[config.mk]
export PLATFORM = sky130hd
export DESIGN_NAME = cvi_top
export DESIGN_NICKNAME = d
export VERILOG_FILES = /design/src/core/cvi_pkg.sv /design/src/core/cvi_top.sv
export VERILOG_INCLUDE_DIRS = /design/src /design/src/core
export SDC_FILE = /design/constraint.sdc
export NUM_CORES = 1
export LEC_CHECK = 0
export ABC_CLOCK_PERIOD_IN_PS = 3850
export BUFFER_PORTS_ARGS = -buffer_cell sky130_fd_sc_hd__clkbuf_2
export CAP_MARGIN = 20
export CORE_ASPECT_RATIO = 0.8
export CORE_MARGIN = 2
export CORE_UTILIZATION = 49
export CTS_BUF_LIST = sky130_fd_sc_hd__clkbuf_8
export CTS_CLUSTER_DIAMETER = 120
export DETAILED_ROUTE_END_ITERATION = 12
export GPL_TIMING_DRIVEN = 1
export PLACE_DENSITY = 0.71
export SLEW_MARGIN = 20
export SYNTH_ARGS = -nofsm -noshare
export SYNTH_HDL_FRONTEND = slang
export SYNTH_HIERARCHICAL = 1
export SYNTH_SLANG_ARGS = --single-unit
export TNS_END_PERCENT = 30
[constraint.sdc]
create_clock -name core_clk_i -period 3.85 [get_ports core_clk_i]
set_input_delay 0.1925 -clock core_clk_i [delete_from_list [all_inputs] [get_ports core_clk_i]]
set_output_delay 0.1925 -clock core_clk_i [all_outputs]
set_load 0.03 [all_outputs]
[src/core/cvi_defs.svh]
// Constants for the clocked video input packetizer
`ifndef CVI_DEFS_SVH
`define CVI_DEFS_SVH

// ----------------------------------------------------------------
// Embedded sync codes
// ----------------------------------------------------------------
`define CVI_TRS_MARK 8'hFF
`define CVI_TRS_ZERO 8'h00
`define CVI_BIT_F 6
`define CVI_BIT_V 5
`define CVI_BIT_H 4

// ----------------------------------------------------------------
// Initial control packet values
// ----------------------------------------------------------------
`define CVI_DEF_WIDTH 16'h02D0
`define CVI_DEF_H0 16'h00F4
`define CVI_DEF_H1 16'h00F3
`define CVI_DEF_INTL 1'b1

// ----------------------------------------------------------------
// Packet layout
// ----------------------------------------------------------------
`define CVI_TYPE_CTRL 4'hF
`define CVI_TYPE_VIDEO 4'h0
`define CVI_GEN_EOP 4'h9
`define CVI_GEN_LAST 4'hA
`define CVI_FIFO_DEPTH 4

`endif

[src/core/cvi_pkg.sv]
// Types for the clocked video input packetizer
package cvi_pkg;

  typedef struct packed {
    logic sop;
    logic eop;
    logic [7:0] data;
  } pkt_word_t;

  typedef enum logic [1:0] {
    TRS_IDLE,
    TRS_MARK,
    TRS_Z1,
    TRS_Z2
  } trs_state_t;

endpackage

[src/core/cvi_top.sv]
// Clocked video input packetizer with its output FIFO
`timescale 1ns/1ns
`default_nettype none
`include "cvi_defs.svh"

// ----------------------------------------------------------------
// Output FIFO
// ----------------------------------------------------------------
// Shift-register FIFO: the head always sits in entry 0, so the data
// and valid seen by the drain come straight from flip-flops.
module cvi_fifo #(
  parameter int WIDTH = 10,
  parameter int DEPTH = 4
) (
  // Clock and reset
  input wire logic core_clk_i,
  input wire logic rstn_i,
  // Fill side
  input wire logic [WIDTH-1:0] in_data_i,
  input wire logic in_valid_i,
  output logic in_ready_o,
  // Drain side
  output logic [WIDTH-1:0] out_data_o,
  output logic out_valid_o,
  input wire logic out_ready_i
);
  logic [WIDTH-1:0] mem_q [DEPTH], mem_d [DEPTH], sdat [DEPTH];
  logic [DEPTH-1:0] vld_q, vld_d, sv;
  logic pop, push;

  // Ready only from the tail flag; no pass-through when full
  assign in_ready_o = ~vld_q[DEPTH-1];
  assign out_valid_o = vld_q[0];
  assign out_data_o = mem_q[0];
  assign pop = vld_q[0] & out_ready_i;
  assign push = in_valid_i & ~vld_q[DEPTH-1];

  for (genvar i = 0; i < DEPTH; i++) begin : g_entry
    if (i == DEPTH - 1) begin : g_tail
      assign sv[i] = pop ? 1'b0 : vld_q[i];
      assign sdat[i] = mem_q[i];
    end else begin : g_body
      assign sv[i] = pop ? vld_q[i+1] : vld_q[i];
      assign sdat[i] = pop ? mem_q[i+1] : mem_q[i];
    end
    if (i == 0) begin : g_head
      always_comb begin
        vld_d[i] = sv[i] | push;
        mem_d[i] = (push & ~sv[i]) ? in_data_i : sdat[i];
      end
    end else begin : g_rest
      always_comb begin
        vld_d[i] = sv[i] | (push & ~sv[i] & sv[i-1]);
        mem_d[i] = (push & ~sv[i] & sv[i-1]) ? in_data_i : sdat[i];
      end
    end
    always_ff @(posedge core_clk_i) begin
      if (!rstn_i) begin
        {vld_q[i], mem_q[i]} <= '0;
      end else begin
        {vld_q[i], mem_q[i]} <= {vld_d[i], mem_d[i]};
      end
    end
  end
endmodule

// Behaviour
// Blanking is dropped and only active samples go out, framed by control and video packets.
// Samples arrive as chroma then luma in one sequence, with both chroma parts as one plane.
// Measured resolution is published only once a whole frame has been seen.
// Until a frame is measured, control packets carry interlaced, 720 wide, 244 and 243 lines.
// Input timing is embedded in the samples and output is a valid and ready stream.
// The video clock domain is sampled and its data crosses to the system clock safely.
// No field is accepted unless the enable input from the processor is high at its start.
// Measured width, field heights and interlace flag are held on status outputs.
// A one-cycle status change pulse marks each update of the published format.
// The source marks each valid sample and asserts lock only while its timing is stable.
module cvi_top (
  // Clock and reset
  input wire logic core_clk_i,
  input wire logic rstn_i,
  // Clocked video from the decoder
  input wire logic vid_clk_i,
  input wire logic [7:0] vid_data_i,
  input wire logic vid_datavalid_i,
  input wire logic vid_locked_i,
  // Control
  input wire logic enable_i,
  // Stream out
  output logic [7:0] dout_data_o,
  output logic dout_sop_o,
  output logic dout_eop_o,
  output logic dout_valid_o,
  input wire logic dout_ready_i,
  // Status
  output logic [15:0] width_o,
  output logic [15:0] height0_o,
  output logic [15:0] height1_o,
  output logic interlaced_o,
  output logic status_valid_o,
  output logic status_change_o,
  output logic overflow_o
);

  // ----------------------------------------------------------------
  // Input synchronisers
  // ----------------------------------------------------------------
  // Data takes a third stage so the word used at a clock edge is the
  // one settled half a sample before, clear of its launch edge.
  logic [2:0] clk_s;
  logic [7:0] dat_s1, dat_s2, dat_s3;
  logic [2:0] dv_s;
  logic [1:0] lock_s;
  logic tick;
  logic [7:0] smp;

  always_ff @(posedge core_clk_i) begin
    if (!rstn_i) begin
      // History resets high so a pin already high gives no false rise
      clk_s <= '1;
      {dat_s1, dat_s2, dat_s3, dv_s, lock_s} <= '0;
    end else begin
      clk_s <= {clk_s[1:0], vid_clk_i};
      {dat_s3, dat_s2, dat_s1} <= {dat_s2, dat_s1, vid_data_i};
      {dv_s, lock_s} <= {dv_s[1:0], vid_datavalid_i, lock_s[0], vid_locked_i};
    end
  end

  assign tick = clk_s[1] & ~clk_s[2] & dv_s[2];
  assign smp = dat_s3;

  // ----------------------------------------------------------------
  // Parser, measurement and packet generation
  // ----------------------------------------------------------------
  cvi_pkg::trs_state_t trs_q, trs_d;
  cvi_pkg::pkt_word_t fin_data, gen_word, fout_data;
  logic fin_valid, fin_ready, fout_valid;
  logic act_q, act_d, vprev_q, vprev_d, field_q, field_d, accept_q, accept_d;
  logic seen0_q, seen0_d, gen_q, gen_d, hold_v_q, hold_v_d, live_q, live_d;
  logic [3:0] gen_idx_q, gen_idx_d;
  logic [7:0] hold_q, hold_d;
  logic [11:0] samp_q, samp_d;
  logic [10:0] lines_q, lines_d, lcount;
  logic [15:0] mw_q, mw_d, mh0_q, mh0_d;
  logic [15:0] sw_q, sw_d, sh0_q, sh0_d, sh1_q, sh1_d;
  logic si_q, si_d, sval_q, sval_d, chg_q, chg_d, ovf_q, ovf_d;
  logic [15:0] cw, ch;
  logic ci;
  logic fv, vv, hv;

  always_comb begin
    trs_d = trs_q;
    {act_d, vprev_d, field_d, accept_d} = {act_q, vprev_q, field_q, accept_q};
    {seen0_d, gen_d, hold_v_d, live_d} = {seen0_q, gen_q, hold_v_q, live_q};
    {gen_idx_d, hold_d, samp_d, lines_d} = {gen_idx_q, hold_q, samp_q, lines_q};
    {mw_d, mh0_d, sw_d, sh0_d, sh1_d} = {mw_q, mh0_q, sw_q, sh0_q, sh1_q};
    {si_d, sval_d, chg_d, ovf_d} = {si_q, sval_q, 2'b00};
    fin_valid = 1'b0;
    fin_data = '0;
    fv = smp[`CVI_BIT_F];
    vv = smp[`CVI_BIT_V];
    hv = smp[`CVI_BIT_H];
    lcount = lines_q + {10'h000, act_q};
    // Defaults stand in until a full frame is measured
    cw = sval_q ? sw_q : `CVI_DEF_WIDTH;
    ci = sval_q ? si_q : `CVI_DEF_INTL;
    ch = (ci & field_q) ? (sval_q ? sh1_q : `CVI_DEF_H1) : (sval_q ? sh0_q : `CVI_DEF_H0);

    // Control packet nibbles, then the video packet header word
    gen_word = '0;
    unique case (gen_idx_q)
      4'h0: gen_word.data = {4'h0, `CVI_TYPE_CTRL};
      4'h1: gen_word.data = {4'h0, cw[15:12]};
      4'h2: gen_word.data = {4'h0, cw[11:8]};
      4'h3: gen_word.data = {4'h0, cw[7:4]};
      4'h4: gen_word.data = {4'h0, cw[3:0]};
      4'h5: gen_word.data = {4'h0, ch[15:12]};
      4'h6: gen_word.data = {4'h0, ch[11:8]};
      4'h7: gen_word.data = {4'h0, ch[7:4]};
      4'h8: gen_word.data = {4'h0, ch[3:0]};
      4'h9: gen_word.data = {4'h0, ci, field_q, 2'b00};
      4'hA: gen_word.data = {4'h0, `CVI_TYPE_VIDEO};
      default: gen_word.data = 8'h00;
    endcase
    gen_word.sop = (gen_idx_q == 4'h0) | (gen_idx_q == `CVI_GEN_LAST);
    gen_word.eop = (gen_idx_q == `CVI_GEN_EOP);

    if (gen_q) begin
      fin_valid = 1'b1;
      fin_data = gen_word;
      if (fin_ready) begin
        gen_idx_d = (gen_idx_q == `CVI_GEN_LAST) ? 4'h0 : gen_idx_q + 4'h1;
        gen_d = (gen_idx_q != `CVI_GEN_LAST);
      end
    end

    if (!lock_s[1]) begin
      // Timing unstable: abandon the field, its packet may stay short
      trs_d = cvi_pkg::TRS_IDLE;
      {act_d, accept_d, hold_v_d, vprev_d, seen0_d, live_d} = '0;
    end else if (tick) begin
      unique case (trs_q)
        cvi_pkg::TRS_IDLE: begin
          if (smp == `CVI_TRS_MARK) begin
            trs_d = cvi_pkg::TRS_MARK;
          end else if (act_q) begin
            samp_d = samp_q + 12'h001;
            if (accept_q) begin
              // One sample is held back so the last one can carry eop
              if (hold_v_q) begin
                if (gen_q | ~fin_ready) begin
                  ovf_d = 1'b1;
                end else begin
                  fin_valid = 1'b1;
                  fin_data = '{sop: 1'b0, eop: 1'b0, data: hold_q};
                end
              end
              hold_d = smp;
              hold_v_d = 1'b1;
            end
          end
        end
        cvi_pkg::TRS_MARK: begin
          trs_d = (smp == `CVI_TRS_ZERO) ? cvi_pkg::TRS_Z1 : cvi_pkg::TRS_IDLE;
        end
        cvi_pkg::TRS_Z1: begin
          trs_d = (smp == `CVI_TRS_ZERO) ? cvi_pkg::TRS_Z2 : cvi_pkg::TRS_IDLE;
        end
        cvi_pkg::TRS_Z2: begin
          trs_d = cvi_pkg::TRS_IDLE;
          if (hv) begin
            if (act_q) begin
              mw_d = {5'h00, samp_q[11:1]};
              lines_d = lcount;
            end
            act_d = 1'b0;
            samp_d = '0;
            if (vv & ~vprev_q) begin
              // End of field
              lines_d = '0;
              accept_d = 1'b0;
              hold_v_d = 1'b0;
              if (hold_v_q & accept_q) begin
                if (gen_q | ~fin_ready) begin
                  ovf_d = 1'b1;
                end else begin
                  fin_valid = 1'b1;
                  fin_data = '{sop: 1'b0, eop: 1'b1, data: hold_q};
                end
              end
              // A field whose start was never seen is not measured
              live_d = 1'b0;
              if (live_q & field_q) begin
                if (seen0_q) begin
                  sw_d = mw_d;
                  sh0_d = mh0_q;
                  sh1_d = {5'h00, lcount};
                  si_d = 1'b1;
                  sval_d = 1'b1;
                end
                seen0_d = 1'b0;
              end else if (live_q) begin
                mh0_d = {5'h00, lcount};
                if (seen0_q) begin
                  sw_d = mw_d;
                  sh0_d = {5'h00, lcount};
                  sh1_d = {5'h00, lcount};
                  si_d = 1'b0;
                  sval_d = 1'b1;
                end
                seen0_d = 1'b1;
              end
              chg_d = (sval_d & ~sval_q) | (sw_d != sw_q) | (sh0_d != sh0_q) |
                      (sh1_d != sh1_q) | (si_d != si_q);
            end
            if (~vv & vprev_q) begin
              // Start of field: gate on enable, then send the header
              field_d = fv;
              live_d = 1'b1;
              accept_d = enable_i;
              if (enable_i) begin
                gen_d = 1'b1;
                gen_idx_d = 4'h0;
              end
            end
            vprev_d = vv;
          end else begin
            act_d = ~vv;
          end
        end
        default: trs_d = cvi_pkg::TRS_IDLE;
      endcase
    end
  end

  always_ff @(posedge core_clk_i) begin
    if (!rstn_i) begin
      trs_q <= cvi_pkg::TRS_IDLE;
      {act_q, vprev_q, field_q, accept_q, seen0_q, gen_q, hold_v_q, live_q} <= '0;
      {gen_idx_q, hold_q, samp_q, lines_q} <= '0;
      {mw_q, mh0_q, sw_q, sh0_q, sh1_q} <= '0;
      {si_q, sval_q, chg_q, ovf_q} <= '0;
    end else begin
      trs_q <= trs_d;
      {act_q, vprev_q, field_q, accept_q} <= {act_d, vprev_d, field_d, accept_d};
      {seen0_q, gen_q, hold_v_q, live_q} <= {seen0_d, gen_d, hold_v_d, live_d};
      {gen_idx_q, hold_q, samp_q, lines_q} <= {gen_idx_d, hold_d, samp_d, lines_d};
      {mw_q, mh0_q, sw_q, sh0_q, sh1_q} <= {mw_d, mh0_d, sw_d, sh0_d, sh1_d};
      {si_q, sval_q, chg_q, ovf_q} <= {si_d, sval_d, chg_d, ovf_d};
    end
  end

  // ----------------------------------------------------------------
  // Output buffer and status
  // ----------------------------------------------------------------
  cvi_fifo #(
    .WIDTH($bits(cvi_pkg::pkt_word_t)),
    .DEPTH(`CVI_FIFO_DEPTH)
  ) u_fifo (
    .core_clk_i(core_clk_i),
    .rstn_i(rstn_i),
    .in_data_i(fin_data),
    .in_valid_i(fin_valid),
    .in_ready_o(fin_ready),
    .out_data_o(fout_data),
    .out_valid_o(fout_valid),
    .out_ready_i(dout_ready_i)
  );

  assign {dout_sop_o, dout_eop_o, dout_data_o} = fout_data;
  assign dout_valid_o = fout_valid;
  assign {width_o, height0_o, height1_o, interlaced_o} = {sw_q, sh0_q, sh1_q, si_q};
  assign status_valid_o = sval_q;
  assign status_change_o = chg_q;
  assign overflow_o = ovf_q;

endmodule
`default_nettype wire

=== Word-level counts from Yosys, hierarchy flattened ===
Index checks and enable logic that the tools add are counted.

* Flip-flop bits (word level): 200
* Output and inout port bits: 63
* Logic and storage cells: 259

* Add/subtract/negate cells: 3
* Eq/ne operators: 25
* Multiplexer cells: 131
* Bitwise logic cells: 38
* Reductions and logical operators: 26

{| class="wikitable"
|+ Operators with widths
! kind !! number
|-
| $mux W16 || 30
|-
| $mux W10 || 18
|-
| $mux W1 || 59
|-
| $ne A16 B16 Y1 || 3
|-
| $pmux W4 S10 || 1
|-
| $mux W12 || 3
|-
| $mux W4 || 9
|-
| $pmux W12 S2 || 1
|-
| $mux W11 || 2
|-
| $pmux W10 S2 || 1
|-
| $reduce_and A5 Y1 || 4
|-
| $reduce_and A6 Y1 || 3
|-
| $and A1 B1 Y1 || 17
|-
| $eq A4 B3 Y1 const B || 4
|-
| $reduce_and A7 Y1 || 2
|-
| $reduce_bool A2 Y1 || 7
|-
| $add A12 B1 Y12 const B || 1
|-
| $eq A4 B4 Y1 const B || 3
|-
| $ne A2 B2 Y1 const B || 6
|-
| $add A11 B1 Y11 || 1
|-
| $not A1 Y1 || 11
|-
| $or A1 B1 Y1 || 10
|-
| $eq A4 B2 Y1 const B || 2
|-
| $eq A8 B8 Y1 const B || 1
|-
| 15 further kinds || 24
|}

=== Depth between registers and ports, before layout ===
* Depth after elaboration: 14
* Mapped depth: 13
* Depth with buffers taken out: 11

=== By module ===
Netlist, hierarchy kept.

{| class="wikitable"
|+ By module, submodules not included
! module !! times used !! cells each !! area each (µm²)
|-
| cvi_top || 1 || 925 || 7808.7
|-
| cvi_fifo || 1 || 219 || 2092.0
|}

=== Worst setup path after synthesis ===
No wires, ideal clock.

* Kind: reg-to-reg
* Start point: register act_q
* End point: register chg_q (netlist: status_change_o)
* Library setup time: 0.122 ns
* Arrival time: 2.510 ns
* Setup slack: 1.218 ns
* Cell stages (with the launch flop): 10
* Clock period less this slack: 2.632 ns
* Cells stage by stage: dfxtp_1 ha_1 buf_2 xor2_1 or4_1 a2111oi_0 and3_1 o2111ai_1 or4_1 o311a_1

* Elaborated cells between the ends (all ways): 33
* Classes of those cells: add/sub (1); eq/ne (3); mux (25); bitwise (4)

{| class="wikitable"
|+ RTL lines
! item !! line !! text
|-
| start: declaration || cvi_top.sv:138 || <nowiki>logic act_q, act_d, vprev_q, vprev_d, field_q, field_d, accept_q, accept_d;</nowiki>
|-
| start signal: assignment || cvi_top.sv:305 || <nowiki>{act_q, vprev_q, field_q, accept_q} <= {act_d, vprev_d, field_d, accept_d};</nowiki>
|-
| $add A11 B1 Y11 (*) || cvi_top.sv:163 || <nowiki>lcount = lines_q + {10'h000, act_q};</nowiki>
|-
| via lcount[0] || cvi_top.sv:143 || <nowiki>logic [10:0] lines_q, lines_d, lcount;</nowiki>
|-
| $mux W16 || cvi_top.sv:264 || <nowiki>if (seen0_q) begin</nowiki>
|-
| $mux W16 || cvi_top.sv:262 || <nowiki>end else if (live_q) begin</nowiki>
|-
| $mux W16 || cvi_top.sv:253 || <nowiki>if (live_q & field_q) begin</nowiki>
|-
| $mux W16 || cvi_top.sv:238 || <nowiki>if (vv & ~vprev_q) begin</nowiki>
|-
| $mux W16 || cvi_top.sv:231 || <nowiki>if (hv) begin</nowiki>
|-
| $mux W16 || cvi_top.sv:202 || <nowiki>unique case (trs_q)</nowiki>
|-
| $mux W16 || cvi_top.sv:201 || <nowiki>end else if (tick) begin</nowiki>
|-
| $mux W16 || cvi_top.sv:197 || <nowiki>if (!lock_s[1]) begin</nowiki>
|-
| $ne A16 B16 Y1 || cvi_top.sv:273 || <nowiki>chg_d = (sval_d & ~sval_q) | (sw_d != sw_q) | (sh0_d != sh0_q) |</nowiki>
|-
| $or A1 B1 Y1 || cvi_top.sv:273 ||
|-
| $or A1 B1 Y1 (*) || cvi_top.sv:273 ||
|-
| $or A1 B1 Y1 (*) || cvi_top.sv:274 || <nowiki>(sh1_d != sh1_q) | (si_d != si_q);</nowiki>
|-
| end signal: assignment || cvi_top.sv:309 || <nowiki>{si_q, sval_q, chg_q, ovf_q} <= {si_d, sval_d, chg_d, ovf_d};</nowiki>
|-
| end: declaration || cvi_top.sv:146 || <nowiki>logic si_q, si_d, sval_q, sval_d, chg_q, chg_d, ovf_q, ovf_d;</nowiki>
|}

The timed path passes the listed nets; every way through them passes the cells marked *. The select of a mux whose other input is x is not followed.
A chain may end at the register's enable or synchronous reset.

==> metrics.yaml <==
status: "finished, final reports clean"
p_switching_uw: 870
whs_path_depth: 4
via_per_inst: 5.81
stdcell_count: 1454
first_pass_iters: 5
synth.area.mux_share: 0.0729
track_usage: 0.249
clock_latency_ns: 0.49
synth-adder-area-share: 0.0114
max_slew_margin: 0.382
route.met2.wl_um: 11400
fp.dieW_um: 163
dp_slack_ns: 0.817
critical_path_class: "flop to flop"
grt_setup_unrepaired: "false"
setup_violations: 0
post_drt_wl_per_cell_um: 18.2
cp_slowest_cell: "a2111oi_0"
grt_pass1_vias: 7772
rrSetupSlack_ns: 0.64
grt_pass1_wl_um: 42600
critPathArrivalTime_ns: 3.58
place_congestion: 0.973
drtIter0Drc: 920
ys.flop_type: "dfxtp_1"
reg2reg_from: "status_valid_o$_SDFFE_PN0P_"
final_util: 0.548
fin_crit_sh: 0.834
min_from: "dout_ready_i"
cp-end-kind: "flop"
worst_ep_required_time_ns: 4.22
layout_setup_ws_ns: 0.638
slew_viol_final: 0
synth_cell_type_count: 70
wl_met3_um: 1820
clkSinkCount: 200
yosysTopAreaCellShare: 0.404
drive_above_1_share: 0.121
root_buffer: "clkbuf_8"
synth_cells: 1144
p_comb_frac: 0.022
hold_viol_final: 0
path_clk_slew_ns: 0.12
hold_end: "u_fifo/out_data_o[4]$_SDFFE_PN0P_"
intPower_mw: 2.66
syn_area_mm2: 0.00990
coreArea_mm2: 0.0198
m1WireLength_um: 13000
nets: 1201
synth-compound-area-share: 0.194
initial_utilization: 0.500
synth-seq-cells: 200
post-route-min-period_ns: 3.21
num_vias: 8441
clk_path_buf_depth: 2
grt_max_degree: 104
wirelength_um: 26500
route.detailed.drc: 0
num_rows: 46
syn_area_per_cell_um2: 8.65
h-tree-depth: 4
tightest_slew_ns: 0.903
cts_tree: "built"
hp-class: "primary input to flop"
synthXorXnorAreaFrac: 0.0469
portBuffers: 77
n_antenna_cell: 0
dieHeight_um: 131
crit_chain: "inv_2, o21ai_1, buf_4, mux2i_1, o221ai_1, a2111oi_0, a2bb2oi_1, nor2_1, o211a_1"
seqPwrFrac: 0.592
power_mw: 3.53
max_freq_mhz: 311
hpwl_um: 18500
p_per_area_mw_per_mm2: 325
grt-ovfl-total: 0
timing.rr.end: "u_fifo/mem_q[11]$_SDFFE_PN0P_"
p_leak_nw: 4.78
start_kind: "flop"
finish.instance_area_mm2: 0.0109
clockPowerShare: 0.386
highest_layer: "met4"
ys_seq_area_frac: 0.404
ctsResizeCount: 0
vdd_drop_max_mv: 0.201
place_area_mm2: 0.0103
cp_slowest_stage_delay_ns: 0.72
numCtsBuffers: 17
fin_hold_ws_ns: 0.330
synth_largest_area_cell: "dfxtp_1"
clock-skew-final_ns: 0.0226
synthSimpleGateAreaFrac: 0.218
tns_ns: 0
ys_top_cells_by_area: "dfxtp_1, mux2i_1, o211a_1, nand2_1, nand3_1"
num_io_pins: 78
ant_nets: 0
drv_cap: 0
yosysWarnings: 6
antenna_found_initial: 0
placed_cells: 1410
area_growth_pct: 9.62
syn_nets: 1168
rr_worst_depth: 9
synth_top_family_by_area: "simple AND/OR/NAND/NOR gates"
swShare: 0.247
crit_fanout: 13
ys_async_sr_fraction: 0
synth_edf_count: 0
dieArea_mm2: 0.0214
[cell type report]
class | count | area, um^2
Inverter | 22 | 82.6
Timing Repair Buffer | 108 | 651
Multi-Input combinational cell | 828 | 5390
Fill cell | 1891 | 8950
Tap cell | 264 | 330
Sequential cell | 200 | 4000
Clock inverter | 15 | 161
Clock buffer | 17 | 234
[cells in the final DEF, fill, tap and decap left out, types with 14 or more instances in the layout]
cell and instances:
a21boi_0 32, a21oi_1 50, and2_1 43, and3_1 24, buf_4 20, clkbuf_2 76
clkbuf_8 17, dfxtp_1 200, inv_1 22, mux2i_1 71, nand2_1 130, nand3_1 60
nand4_1 14, nor2_1 58, nor2b_1 37, o211a_1 51, o21ai_0 47, xnor2_1 32
xor2_1 21
[power by group through the flow]
stage / logic [mW] / registers (mW) / clock network, mW
finish: 0.0773 / 2.09 / 1.36
detailed placement: 0.0681 / 2.13 / 0
global placement: 0.0673 / 2.13 / 0
global route: 0.0851 / 2.09 / 1.48
floorplan: 0.0488 / 2.13 / 0
CTS: 0.0776 / 2.09 / 1.39
[logic make-up (layout without fill, tap and decap cells)]
group | Yosys count | after routing
simple gates | 426 | 426
compound gates | 268 | 268
flops | 200 | 200
buf+inv | 116 | 162
mux | 72 | 72
xor+xnor | 53 | 53
fa+ha+maj | 9 | 9
[layer usage]
layer  GRT usage  up-vias
met4      0.0506        0
met5           0        -
met3      0.0486       21
met2       0.367      286
li1            -     4106
met1       0.377     4028
[Yosys cell counts, drive strengths merged, types with 3 or more instances]
cell	count
a2111oi	6
a211oi	6
a21boi	34
a21oi	50
a221oi	3
a22oi	8
a2bb2oi	4
and2	43
and3	24
buf	30
clkbuf	64
dfxtp	200
ha	9
inv	22
mux2i	71
nand2	131
nand2b	10
nand3	62
nand4	14
nand4b	3
nor2	60
nor2b	37
nor3	14
nor3b	7
nor4	7
o2111ai	3
o211a	51
o211ai	8
o21ai	60
o221ai	4
o22ai	6
or3	4
or4	3
xnor2	32
xor2	21
[how the worst max path moves through the flow]
| stage | start | endpoint | slack, ns | cells after the start |
|---|---|---|---|---|
| after floorplan | act_q$_SDFFE_PN0P_ | status_change_o$_SDFF_PN0_ | 1.22 | 9 |
| after global placement | status_valid_o$_SDFFE_PN0P_ | u_fifo/mem_q[21]$_SDFFE_PN0P_ | 0.79 | 10 |
| after detailed placement | status_valid_o$_SDFFE_PN0P_ | u_fifo/mem_q[21]$_SDFFE_PN0P_ | 0.82 | 10 |
| after CTS | status_valid_o$_SDFFE_PN0P_ | u_fifo/mem_q[21]$_SDFFE_PN0P_ | 0.82 | 10 |
| after global routing | dat_s3[5]$_SDFF_PN0_ | u_fifo/mem_q[20]$_SDFFE_PN0P_ | 0.47 | 9 |
| final | status_valid_o$_SDFFE_PN0P_ | u_fifo/mem_q[11]$_SDFFE_PN0P_ | 0.64 | 9 |
[flip-flops by register name, summed over array words and instances, names as in the netlist, 4 cells and up]
register and count:
gen_idx_q 4, u_fifo/out_data_o 10, height1_o 16, dat_s2 8, dat_s1 8, u_fifo/mem_q 30, samp_q 12, lines_q 11
mh0_q 11, width_o 16, mw_q 16, height0_o 16, hold_q 8, dat_s3 8
[critical path, delay by kind of cell (launching register included)]
kind            cells  cell delay [ns]
flops               1             0.66
buf+inv             2             0.42
simple gates        1             0.12
compound gates      5             1.61
mux                 1             0.30
[what timing repair did]
item / 4_1_cts / 5_1_grt
hold buffers: 12 / 0
setup buffers: 0 / 0
hold endpoints to repair: 12 / 0
(Power assumes the default switching activity.)
